File: src/rtl/clm_pkg.sv
/*
 * Shared constants and types for the main clock loss monitor.
 * Assumes a 32-bit classic Wishbone register bus and one core clock.
 */
package clm_pkg;

  // ****************************************************************
  // Register map
  // ****************************************************************
  localparam logic [31:0] MODE_ADDR = 32'hffff_f870;
  localparam logic [31:0] KEY_ADDR = 32'hffff_f874;
  localparam logic [31:0] RSRC_ADDR = 32'hffff_f878;
  localparam logic [31:0] IRQ_STAT_ADDR = 32'hffff_f87c;
  localparam logic [31:0] IRQ_MASK_ADDR = 32'hffff_f880;
  localparam logic [31:0] STATUS_ADDR = 32'hffff_f884;

  // ****************************************************************
  // Fields and reset values
  // ****************************************************************
  localparam logic [7:0] MODE_RESET = 8'h00;
  localparam int unsigned ENABLE_BIT = 0;
  localparam logic [7:0] KEY_VALUE = 8'ha5;
  localparam int unsigned LOSS_FLAG_BIT = 0;
  localparam int unsigned IRQ_W = 2;
  localparam int unsigned IRQ_LOSS_BIT = 0;
  localparam int unsigned IRQ_PROT_BIT = 1;
  localparam logic [IRQ_W-1:0] IRQ_RESET = 2'h0;
  localparam int unsigned STAT_ACTIVE_BIT = 0;
  localparam int unsigned STAT_SUSP_BIT = 1;
  localparam int unsigned STAT_ARMED_BIT = 2;

  // ****************************************************************
  // Timing counts, in internal oscillator ticks, and the counter width
  // ****************************************************************
  localparam int unsigned RESET_TICKS = 4;
  localparam int unsigned LOSS_TICKS = 8;
  localparam int unsigned CNT_W = 8;

  // ****************************************************************
  // Types
  // ****************************************************************
  typedef struct packed {
    logic stop_mode;
    logic osc_stab_count;
    logic main_clock_stop_bit;
    logic clock_select_status;
    logic int_osc_stopped;
    logic cpu_on_internal_osc_flag;
  } clm_susp_s;

  typedef enum logic {
    ST_WATCH,
    ST_RESET
  } clm_state_e;

endpackage

File: src/rtl/clm_loss_det.sv
/*
 * Main clock activity detector, counted in internal oscillator ticks.
 * Assumes activity_i toggles with the main clock and osc_tick_i is a
 * one-cycle pulse per internal oscillator period.
 */
module clm_loss_det
  import clm_pkg::*;
#(
  parameter int unsigned CW = CNT_W,
  parameter logic [CNT_W-1:0] LIMIT = CNT_W'(LOSS_TICKS)
) (
  input wire logic core_clk_i,
  input wire logic srst_i,
  input wire logic clk_en_i,
  input wire logic activity_i,
  input wire logic osc_tick_i,
  input wire logic clear_i,
  output logic loss_o
);

  logic sync1;
  logic sync2;
  logic sync3;
  logic seen;
  logic [CW-1:0] idle_cnt;

  // Activity seen since the last tick
  wire edge_w = sync2 ^ sync3;
  wire seen_w = seen | edge_w;

  // ****************************************************************
  // Synchroniser and idle counter
  // ****************************************************************
  always_ff @(posedge core_clk_i) begin
    if (srst_i) begin
      sync1 <= 1'b0;
      sync2 <= 1'b0;
      sync3 <= 1'b0;
    end else if (clk_en_i) begin
      sync1 <= activity_i;
      sync2 <= sync1;
      sync3 <= sync2;
    end
  end

  always_ff @(posedge core_clk_i) begin
    if (srst_i) begin
      seen <= 1'b0;
      idle_cnt <= '0;
      loss_o <= 1'b0;
    end else if (clk_en_i) begin
      if (clear_i) begin
        // Stale history must not survive a pause
        seen <= 1'b0;
        idle_cnt <= '0;
        loss_o <= 1'b0;
      end else if (osc_tick_i) begin
        seen <= 1'b0;
        if (seen_w) begin
          idle_cnt <= '0;
        end else if (idle_cnt != LIMIT) begin
          idle_cnt <= idle_cnt + 1'b1;
        end
        loss_o <= !seen_w && (idle_cnt + 1'b1 >= LIMIT);
      end else begin
        seen <= seen_w;
      end
    end
  end

endmodule

File: src/rtl/clm_top.sv
/*
 * Main clock loss monitor: Wishbone register slave, suspend logic,
 * loss detection and the internal reset pulse.
 * Assumes all inputs synchronous to core_clk_i, osc_tick_i marking
 * internal oscillator periods, and the chip reset controller
 * consuming int_rst_n_o.
 */
// Design decision made here: register access over Wishbone.

// Function
// Mode register writes need protected key sequence
// Mode register allows byte and bit access
// Mode resets zero; only bit 0 used
// Enable sets by one; only reset clears
// Clock loss reset clears enable, sets flag
// Loss drives low reset four oscillator periods
// External reset clears enable, halts monitoring
// Pause in STOP and stabilisation count
// Pause from stop bit until main select
// Resume automatically when main clock restarts
// Pause while sampling oscillator is stopped
// Pause while CPU runs on oscillator
// Sub-idle monitors unless stop bit set
// Judge loss by synchronised activity count
// Any pause clears the loss counter
module clm_top
  import clm_pkg::*;
#(
  parameter logic [CNT_W-1:0] LOSS_LIMIT = CNT_W'(LOSS_TICKS),
  parameter logic [2:0] RESET_LEN = 3'(RESET_TICKS)
) (
  input wire logic core_clk_i,
  input wire logic srst_i,
  input wire logic clk_en_i,
  input wire logic wb_cyc_i,
  input wire logic wb_stb_i,
  input wire logic wb_we_i,
  input wire logic [31:0] wb_adr_i,
  input wire logic [3:0] wb_sel_i,
  input wire logic [31:0] wb_dat_i,
  output logic [31:0] wb_dat_o,
  output logic wb_ack_o,
  input wire logic main_activity_i,
  input wire logic osc_tick_i,
  input wire clm_susp_s susp_i,
  output logic int_rst_n_o,
  output logic monitor_active_o,
  output logic irq_o
);

  // ****************************************************************
  // State
  // ****************************************************************
  logic monitor_enable;
  logic clock_loss_reset_flag;
  logic armed;
  // Latched stop request: main clock off while running from subclock
  logic main_stop_hold;
  logic [IRQ_W-1:0] irq_stat;
  logic [IRQ_W-1:0] irq_mask;
  logic [2:0] pulse_cnt;
  clm_state_e state;
  clm_state_e next_state;
  logic loss;

  // ****************************************************************
  // Helpers
  // ****************************************************************
  // Byte-lane-0 write to one register; every writable register uses it
  function automatic logic lane0_write(
    input logic wr,
    input logic sel0,
    input logic hit
  );
    return wr && sel0 && hit;
  endfunction

  // ****************************************************************
  // Bus decode
  // ****************************************************************
  // Registered ack: every access takes exactly one wait state
  wire req_w = wb_cyc_i && wb_stb_i && !wb_ack_o;
  wire wr_w = req_w && wb_we_i;
  wire lane0_w = wb_sel_i[0];
  wire hit_mode_w = wb_adr_i == MODE_ADDR;
  wire hit_key_w = wb_adr_i == KEY_ADDR;
  wire hit_rsrc_w = wb_adr_i == RSRC_ADDR;
  wire hit_stat_w = wb_adr_i == IRQ_STAT_ADDR;
  wire hit_mask_w = wb_adr_i == IRQ_MASK_ADDR;
  wire hit_sts_w = wb_adr_i == STATUS_ADDR;

  // Key write arms the very next bus write only; reads leave it armed
  wire key_ok_w = lane0_write(wr_w, lane0_w, hit_key_w) && wb_dat_i[7:0] == KEY_VALUE;
  wire mode_wr_w = lane0_write(wr_w, lane0_w, hit_mode_w);
  wire rsrc_wr_w = lane0_write(wr_w, lane0_w, hit_rsrc_w);
  wire stat_wr_w = lane0_write(wr_w, lane0_w, hit_stat_w);
  wire mask_wr_w = lane0_write(wr_w, lane0_w, hit_mask_w);
  wire mode_ok_w = mode_wr_w && armed;
  wire prot_err_w = mode_wr_w && !armed;

  // Only a one is honoured; a written zero leaves the bit alone
  wire set_en_w = mode_ok_w && wb_dat_i[ENABLE_BIT];

  // ****************************************************************
  // Suspend conditions
  // ****************************************************************
  // Hold from the stop bit during subclock use until main is selected
  wire next_main_stop_hold = susp_i.clock_select_status
    && (main_stop_hold || susp_i.main_clock_stop_bit);

  // The hold's next value is used so the pause starts in the cycle of
  // the stop bit, before the stopped clock can look lost
  wire suspend_w = susp_i.stop_mode
    || susp_i.osc_stab_count
    || next_main_stop_hold
    || susp_i.int_osc_stopped
    || susp_i.cpu_on_internal_osc_flag;

  wire watching_w = monitor_enable && !suspend_w && state == ST_WATCH;
  wire fire_w = watching_w && loss;

  // ****************************************************************
  // Loss detector
  // ****************************************************************
  // Held clear whenever checking is off, so resuming never fires on
  // activity history gathered before a pause
  clm_loss_det #(
    .CW(CNT_W),
    .LIMIT(LOSS_LIMIT)
  ) u_det (
    .core_clk_i(core_clk_i),
    .srst_i(srst_i),
    .clk_en_i(clk_en_i),
    .activity_i(main_activity_i),
    .osc_tick_i(osc_tick_i),
    .clear_i(!watching_w),
    .loss_o(loss)
  );

  // ****************************************************************
  // Reset pulse sequencer
  // ****************************************************************
  // Ticks are counted only inside the pulse; the firing cycle loads the
  // count, so the low time always holds exactly RESET_LEN oscillator ticks
  wire pulse_done_w = osc_tick_i && pulse_cnt == 3'd1;

  always_comb begin
    next_state = state;
    unique case (state)
      ST_WATCH: begin
        if (fire_w) begin
          next_state = ST_RESET;
        end
      end
      ST_RESET: begin
        if (pulse_done_w) begin
          next_state = ST_WATCH;
        end
      end
    endcase
  end

  always_ff @(posedge core_clk_i) begin
    if (srst_i) begin
      state <= ST_WATCH;
      pulse_cnt <= '0;
      int_rst_n_o <= 1'b1;
    end else if (clk_en_i) begin
      state <= next_state;
      if (fire_w) begin
        pulse_cnt <= RESET_LEN;
      end else if (state == ST_RESET && osc_tick_i) begin
        pulse_cnt <= pulse_cnt - 3'd1;
      end
      // Taken from the next state so the pulse starts with the fire
      int_rst_n_o <= next_state != ST_RESET;
    end
  end

  // ****************************************************************
  // Mode register and write protection
  // ****************************************************************
  always_ff @(posedge core_clk_i) begin
    if (srst_i) begin
      main_stop_hold <= 1'b0;
    end else if (clk_en_i) begin
      main_stop_hold <= next_main_stop_hold;
    end
  end

  // Any write, mapped or not, spends the key
  always_ff @(posedge core_clk_i) begin
    if (srst_i) begin
      armed <= 1'b0;
    end else if (clk_en_i && wr_w) begin
      armed <= key_ok_w;
    end
  end

  always_ff @(posedge core_clk_i) begin
    if (srst_i) begin
      monitor_enable <= MODE_RESET[ENABLE_BIT];
    end else if (clk_en_i) begin
      // The monitor's own reset outranks a simultaneous set
      if (fire_w) begin
        monitor_enable <= 1'b0;
      end else if (set_en_w) begin
        monitor_enable <= 1'b1;
      end
    end
  end

  // ****************************************************************
  // Reset cause
  // ****************************************************************
  // Cause flag survives the pulse it reports; set beats clear
  wire rsrc_clr_w = rsrc_wr_w && wb_dat_i[LOSS_FLAG_BIT];

  always_ff @(posedge core_clk_i) begin
    if (srst_i) begin
      clock_loss_reset_flag <= 1'b0;
    end else if (clk_en_i) begin
      if (fire_w) begin
        clock_loss_reset_flag <= 1'b1;
      end else if (rsrc_clr_w) begin
        clock_loss_reset_flag <= 1'b0;
      end
    end
  end

  // ****************************************************************
  // Interrupts
  // ****************************************************************
  logic [IRQ_W-1:0] irq_evt;
  logic [IRQ_W-1:0] irq_clr;
  logic [IRQ_W-1:0] next_irq_stat;
  logic [IRQ_W-1:0] next_irq_mask;

  assign irq_evt[IRQ_LOSS_BIT] = fire_w;
  assign irq_evt[IRQ_PROT_BIT] = prot_err_w;
  assign irq_clr = stat_wr_w ? wb_dat_i[IRQ_W-1:0] : '0;
  assign next_irq_mask = mask_wr_w ? wb_dat_i[IRQ_W-1:0] : irq_mask;

  // Per-bit sticky status; an event in the clearing cycle wins
  for (genvar gi = 0; gi < IRQ_W; gi++) begin : g_irq
    assign next_irq_stat[gi] = irq_evt[gi] | (irq_stat[gi] & ~irq_clr[gi]);
  end

  always_ff @(posedge core_clk_i) begin
    if (srst_i) begin
      irq_stat <= IRQ_RESET;
      irq_mask <= IRQ_RESET;
    end else if (clk_en_i) begin
      irq_stat <= next_irq_stat;
      irq_mask <= next_irq_mask;
    end
  end

  // Next mask is used so a mask write acts in the cycle of the write
  always_ff @(posedge core_clk_i) begin
    if (srst_i) begin
      irq_o <= 1'b0;
    end else if (clk_en_i) begin
      irq_o <= |(next_irq_stat & next_irq_mask);
    end
  end

  // ****************************************************************
  // Read data and acknowledge
  // ****************************************************************
  logic [7:0] mode_rd;
  logic [7:0] sts_rd;
  logic [31:0] rd_mux;

  // Upper mode bits are hard zero
  assign mode_rd = {7'h00, monitor_enable};
  assign sts_rd = {5'h00, armed, suspend_w, watching_w};
  // Unmapped addresses read as zero
  assign rd_mux = hit_mode_w ? {24'h00_0000, mode_rd} :
    hit_rsrc_w ? {31'h0000_0000, clock_loss_reset_flag} :
    hit_stat_w ? {30'h0000_0000, irq_stat} :
    hit_mask_w ? {30'h0000_0000, irq_mask} :
    hit_sts_w ? {24'h00_0000, sts_rd} :
    32'h0000_0000;

  always_ff @(posedge core_clk_i) begin
    if (srst_i) begin
      wb_ack_o <= 1'b0;
      wb_dat_o <= 32'h0000_0000;
    end else if (clk_en_i) begin
      wb_ack_o <= req_w;
      wb_dat_o <= (req_w && !wb_we_i) ? rd_mux : 32'h0000_0000;
    end
  end

  // Drops with the reset pulse, not one cycle behind it
  always_ff @(posedge core_clk_i) begin
    if (srst_i) begin
      monitor_active_o <= 1'b0;
    end else if (clk_en_i) begin
      monitor_active_o <= watching_w && !fire_w;
    end
  end

endmodule

File: config.mk
export PLATFORM = sky130hd
export DESIGN_NAME = clm_top
export DESIGN_NICKNAME = d
export VERILOG_FILES = /design/src/rtl/clm_pkg.sv /design/src/rtl/clm_loss_det.sv /design/src/rtl/clm_top.sv
export SDC_FILE = /design/constraint.sdc
export NUM_CORES = 1
export LEC_CHECK = 0
export ABC_AREA = 1
export BUFFER_PORTS_ARGS = -buffer_cell sky130_fd_sc_hd__buf_4
export CAP_MARGIN = 30
export CORE_MARGIN = 3
export CORE_UTILIZATION = 51
export CTS_BUF_LIST = sky130_fd_sc_hd__clkbuf_2 sky130_fd_sc_hd__clkbuf_4 sky130_fd_sc_hd__clkbuf_8
export DETAILED_ROUTE_END_ITERATION = 8
export GPL_TIMING_DRIVEN = 0
export HOLD_SLACK_MARGIN = 0.1
export PLACE_DENSITY = 0.92
export SETUP_SLACK_MARGIN = 0.4
export SKIP_LAST_GASP = 1
export SLEW_MARGIN = 20
export SYNTH_ARGS = -nofsm -noshare
export SYNTH_HDL_FRONTEND = slang
export SYNTH_HIERARCHICAL = 1
export SYNTH_SLANG_ARGS = --single-unit
File: constraint.sdc
create_clock -name core_clk_i -period 3 [get_ports core_clk_i]
set_clock_uncertainty 0.15 [all_clocks]
set_input_delay 0.45 -clock core_clk_i [delete_from_list [all_inputs] [get_ports core_clk_i]]
set_output_delay 0.45 -clock core_clk_i [all_outputs]
set_load 0.01 [all_outputs]
* Word level (Yosys, flattened, before mapping)
Index checks and enable logic that the tools add are counted.
Widths: inputs -> output; s select.
** Cells by class
- Add/sub/neg operators :: 2
- Magnitude comparators :: 1
- Equal/unequal tests :: 11
- Multiplexer cells :: 25
- Bitwise gates (word level) :: 11
- Reductions and logical operators :: 44
** Operator list (number)
- $eq 32x32->1 const B :: 6
- $mux 8 :: 4
- $logic_and 1x1->1 :: 24
- $mux 3 :: 8
- $mux 1 :: 10
- $add 8x1->8 const B :: 1
- $eq 8x8->1 const B :: 1
- $ge 8x4->1 const B :: 1
- $ne 8x4->1 const B :: 1
- $reduce_and 2->1 :: 4
- $logic_not 1->1 :: 6
- $reduce_bool 2->1 :: 3
- $logic_or 1x1->1 :: 5
- $mux 2 :: 2
- $not 1->1 :: 4
- $eq 3x1->1 const B :: 1
- $ne 3x1->1 const B :: 1
- $or 1x1->1 :: 3
- $reduce_and 3->1 :: 1
- $sub 3x1->3 const B :: 1
- $and 1x1->1 :: 2
- $and 2x2->2 :: 1
- $ne 2x2->1 const B :: 1
- $pmux 1 s2 :: 1
- 2 further kinds :: 2
** Storage, ports and cells
- Flip-flop bits (word level) :: 61
- Bits of input ports :: 82
- Output and inout port bits :: 36
- Word-level logic and storage cells :: 113

* Depth between registers and ports, before layout
- Word-level depth :: 14
- Depth in mapped cells :: 12
- Mapped depth without buffers :: 12

* Cells and area by module
Netlist, hierarchy kept.
** By module, submodules not included
- clm_top :: times used 1, cells each 229, area each 1534.0 um2, sequential area each 380.4 um2
- clm_loss_det :: times used 1, cells each 113, area each 743.2 um2, sequential area each 260.2 um2

* Least setup slack after synthesis
No wires, ideal clock.
- Path type :: input port to flip-flop
- Start point :: input susp_i[3] in the netlist's numbering
- End point :: register u_det.idle_cnt[6]
- Setup time :: 134 ps
- Arrival time :: 1630 ps
- Required time :: 2716 ps
- Slack :: 1085 ps
- Cell stages on the path :: 12
- Buffers on the path :: 1
- Path through :: o21ai_1 -> nand3_1 -> nor2_1 -> inv_1 -> nor2_1 -> nand3_1 -> nor2_1 -> nand2_1 -> and2_1 -> buf_6 -> nand2_1 -> a21oi_2
** On the way
- Cells in the longest elaborated chain, start to end :: 10
- Elaborated cells between the ends (all ways) :: 12
- Classes of those cells :: eq/ne: 2; mux: 1; reduce/logical: 9
** RTL lines
- from (decl) :: line clm_top.sv:45 : input wire clm_susp_s susp_i,
- $logic_or 1x1->1 * :: line clm_top.sv:109 : && (main_stop_hold || susp_i.main_clock_stop_bit);
- $logic_and 1x1->1 * :: line clm_top.sv:109
- $logic_or 1x1->1 * :: line clm_top.sv:115 : || next_main_stop_hold
- $logic_or 1x1->1 * :: line clm_top.sv:116 : || susp_i.int_osc_stopped
- $logic_or 1x1->1 * :: line clm_top.sv:117 : || susp_i.cpu_on_internal_osc_flag;
- $logic_not 1->1 * :: line clm_top.sv:119 : wire watching_w = monitor_enable && !suspend_w && state == ST_WATCH;
- $logic_and 1x1->1 * (2 in series) :: line clm_top.sv:119
- $ne 3x1->1 (no source line) or $ne 2x2->1 (tied branches)
- $reduce_and 3->1 (no source line)
- to (signal assigned) :: line clm_loss_det.sv:62 : idle_cnt <= idle_cnt + 1'b1;
- to (decl) :: line clm_loss_det.sv:25 : logic [CW-1:0] idle_cnt;
Every way passes the cells marked *; elsewhere a longest branch is shown, timed or not.
A chain may end at the register's enable or synchronous reset.

* Worst setup path in the final report
- Start point :: register main_stop_hold
- End point :: register u_det.idle_cnt[7]
** On the way
- Cells in the longest elaborated chain, start to end :: 10
- Elaborated cells between the ends (all ways) :: 12
- Classes of those cells :: eq/ne: 2; mux: 1; reduce/logical: 9
** RTL lines
- from (decl) :: line clm_top.sv:58 : logic main_stop_hold;
- from (signal assigned) :: line clm_top.sv:187 : main_stop_hold <= next_main_stop_hold;
- $logic_or 1x1->1 * :: line clm_top.sv:109
- $logic_and 1x1->1 * :: line clm_top.sv:109
- $logic_or 1x1->1 * :: line clm_top.sv:115
- $logic_or 1x1->1 * :: line clm_top.sv:116
- $logic_or 1x1->1 * :: line clm_top.sv:117
- $logic_not 1->1 * :: line clm_top.sv:119
- $logic_and 1x1->1 * (2 in series) :: line clm_top.sv:119
- $ne 3x1->1 (no source line) or $ne 2x2->1 (tied branches)
- $reduce_and 3->1 (no source line)
Marked as above.

==> run summary <==
Area occupied by multi-input gates = 1290 um^2
Root Driver = clkbuf_8
Setup crit start kind = flop
Crit path required time = 3070 ps
Dpl ws = 632.3 ps
Min Tclk post-route = 2165 ps
Synth cell count leaders = nand2_1 (80), inv_1 (45), dfxtp_1 (32), nor2_1 (32), buf_4 (29)
Worst skew pair latency = 290 ps
Clock Pin Slew Worst Setup and Hold Paths = 70 ps
Antenna violations before repair = 0
Routability Congestion = 0.9612
Critical path type = flop to flop
CP Capture Type = flop
PnR worst setup slack = 834.9 ps
Post-synth design cell area = 2277 um^2
Synthesized area per cell = 6.658 um^2
Outcome = complete, no violations
Total global-route track usage = 21.58%
Setup TNS = 0 ps
Post-DP HPWL = 4409 um
Cts hold-fix bufs = 0
Seq cells post-synth = 32
Fin crit share = 72.17%
First-pass GRT wire length = 9149 um
Drt pass-1 iters = 4
Worst path arrival time = 2240 ps
Clock sinks = 32
Post-route DRC = 0
Syn. warnings = 6
Number of inserted diodes = 0
I/O Buffers = 61
Cell taking the most area after synthesis = dfxtp_1
Register area share after synthesis = 28.13%
Sequential Area = 640.6 um^2
Leak = 1.469 nW
Final Cell Area = 3029 um^2
Final wirelength = 5445 um
H-tree depth = 2
Core area = 4144 um^2
Ys flop type = dfxtp_1
Most frequent cell after synthesis = nand2_1
Die Span Y = 72.82 um
Peak per-stage delay on the critical path = 320 ps
I/O Pins = 118
Drt wl/cell = 11.13 um
Share of cells above drive strength 1 = 30.07%
Cell Pwr Density = 351.2 nW/um^2
Setup violators final = 0
Starting Density = 54.95%
Max Cap Viol = 0
Cell Rows = 23
Clock buffer count from CTS = 5
Fillers = 334
Ys async rst share = 0%
HP Class = input pin to flop
Post-Syn Instances = 342
Vias in the first global route = 2142
Synth top area share = 28.13%
Final nets = 524
Final Hold Vio Count = 0
Die width = 72.82 um
CTS tree = done
Antenna Nets Post-Route = 0
Critical-path top delay cell = dfxtp_1
RSZ-0062 raised after global routing = false
Max Fclk = 461.9 MHz
Area Growth Syn to Fin = 33.02%
Hold WS = 227.3 ps
Number of synthesized flops with an enable pin = 0
Die area = 5303 um^2
Pins Over Slew Limit = 0
Max Buffers Root-to-Sink = 2
Via Count = 2341
Setup Buffers After CTS = 0
Largest net degree at the start of global routing = 11
Total grt overflow = 0
Max VDD drop = 0.3041 mV
Distinct cells, synth = 42
Worst slew pin tran = 573.1 ps
Worst-path cell chain = o21ai_1 > nand3_1 > nor2_1 > inv_1 > nor2_1 > nand3_1 > nor2_1 > nand2_1 > nand2_1 > nand2_1 > a21oi_2
Top post-synthesis cells by area = dfxtp_1 (28%), nand2_1 (13%), buf_4 (9.6%), inv_1 (7.4%), nor2_1 (5.3%)
Vias per std cell = 4.787
Area after DPL = 2903 um^2
PostCTS Resize Cnt = 0
CP max FO = 8
Starting DRT DRC Count = 173
Slew margin rel. = 61.79%
## metrics by stage
stage / utilization [%] / cells / power (mW)
floorplan: - / 370 / 0.5441
CTS: 73.10 / 489 / 1.068
global placement: 70.05 / 481 / 0.6146
global route: 73.10 / 489 / 1.107
detailed placement: 70.05 / 481 / 0.6179
finish: 73.10 / 489 / 1.064
## cells by family (layout without fill, tap and decap cells)
group	count (synthesis)	after routing	synth area share [%]
AO/OA/AOI/OAI	50	50	13.41
other	1	29	0.1647
buffers and inverters	83	152	19.84
adder cells (fa/ha/maj)	4	4	2.198
XOR/XNOR	1	1	0.3847
flip-flops	32	32	28.13
AND/OR/NAND/NOR	171	171	35.88
## layout make-up
class	count	share of cell area (%)
inverters	48	5.948
clock inverters	1	0.9913
flip-flops and latches	32	21.15
multi-input cells	255	42.59
plain buffers	35	8.963
clock buffers	7	3.180
well taps	50	2.065
repair buffers	61	15.12
## flip-flops by register name, summed over array words and instances (netlist names)
name,flops
monitor_active_o,1
armed,1
int_rst_n_o,1
wb_ack_o,1
state,1
u_det/sync2,1
monitor_enable,1
irq_stat,2
u_det/seen,1
u_det/loss_o,1
wb_dat_o,3
u_det/sync1,1
u_det/sync3,1
pulse_cnt,3
irq_o,1
main_stop_hold,1
u_det/idle_cnt,8
clock_loss_reset_flag,1
irq_mask,2
## worst paths after layout
kind | startpoint | end | slack, ps | depth (start not counted)
setup / recovery | main_stop_hold | u_det/idle_cnt[7] | 830 | 11
hold / removal | main_activity_i | u_det/sync1 | 230 | 3
setup reg to reg | main_stop_hold | u_det/idle_cnt[7] | 830 | 11
hold reg to reg | pulse_cnt[1] | pulse_cnt[1] | 320 | 2
## worst max-delay path, delay by kind of cell, from the launching register on
| family | cells | cell delay (ps) |
|---|---|---|
| compound gates | 2 | 300 |
| flops | 1 | 320 |
| buf+inv | 1 | 170 |
| simple gates | 8 | 1170 |
## report_power, final
part / total (mW) / internal (mW) / switching [mW] / leakage, nW
clock network: 0.453 / 0.293 / 0.160 / 0.0645
registers: 0.439 / 0.433 / 0.00595 / 0.260
logic: 0.172 / 0.0904 / 0.0812 / 1.14
total: 1.06 / 0.817 / 0.247 / 1.47
## metal layers
metal / wire length (um) / part of all wire [%] / global-route usage (%)
met1: 2302 / 42 / 27.93
met2: 2696 / 50 / 36.47
met5: 0 / 0 / 0
met4: 42 / 0.77 / 6.557
met3: 404 / 7.4 / 3.857
## layout by cell type, fill, tap and decap left out, types with 2 or more instances in the layout
cell type  instances
nand4_1            8
nand3_2            2
nand2_1           80
nand3_1           21
nor4_1             2
dfxtp_1           32
buf_6              2
clkbuf_1           2
nor2_4             2
nand2_2            5
buf_4             90
nor2_1            32
clkbuf_8           7
a21oi_2            7
nor3_1             3
nand3b_1           2
inv_1             45
ha_1               4
o21ai_0           14
inv_2              2
nor2_2             6
conb_1            29
nor3_2             2
a21oi_1           19
or2_2              2
No activity file was read; power rests on OpenSTA's default activity.
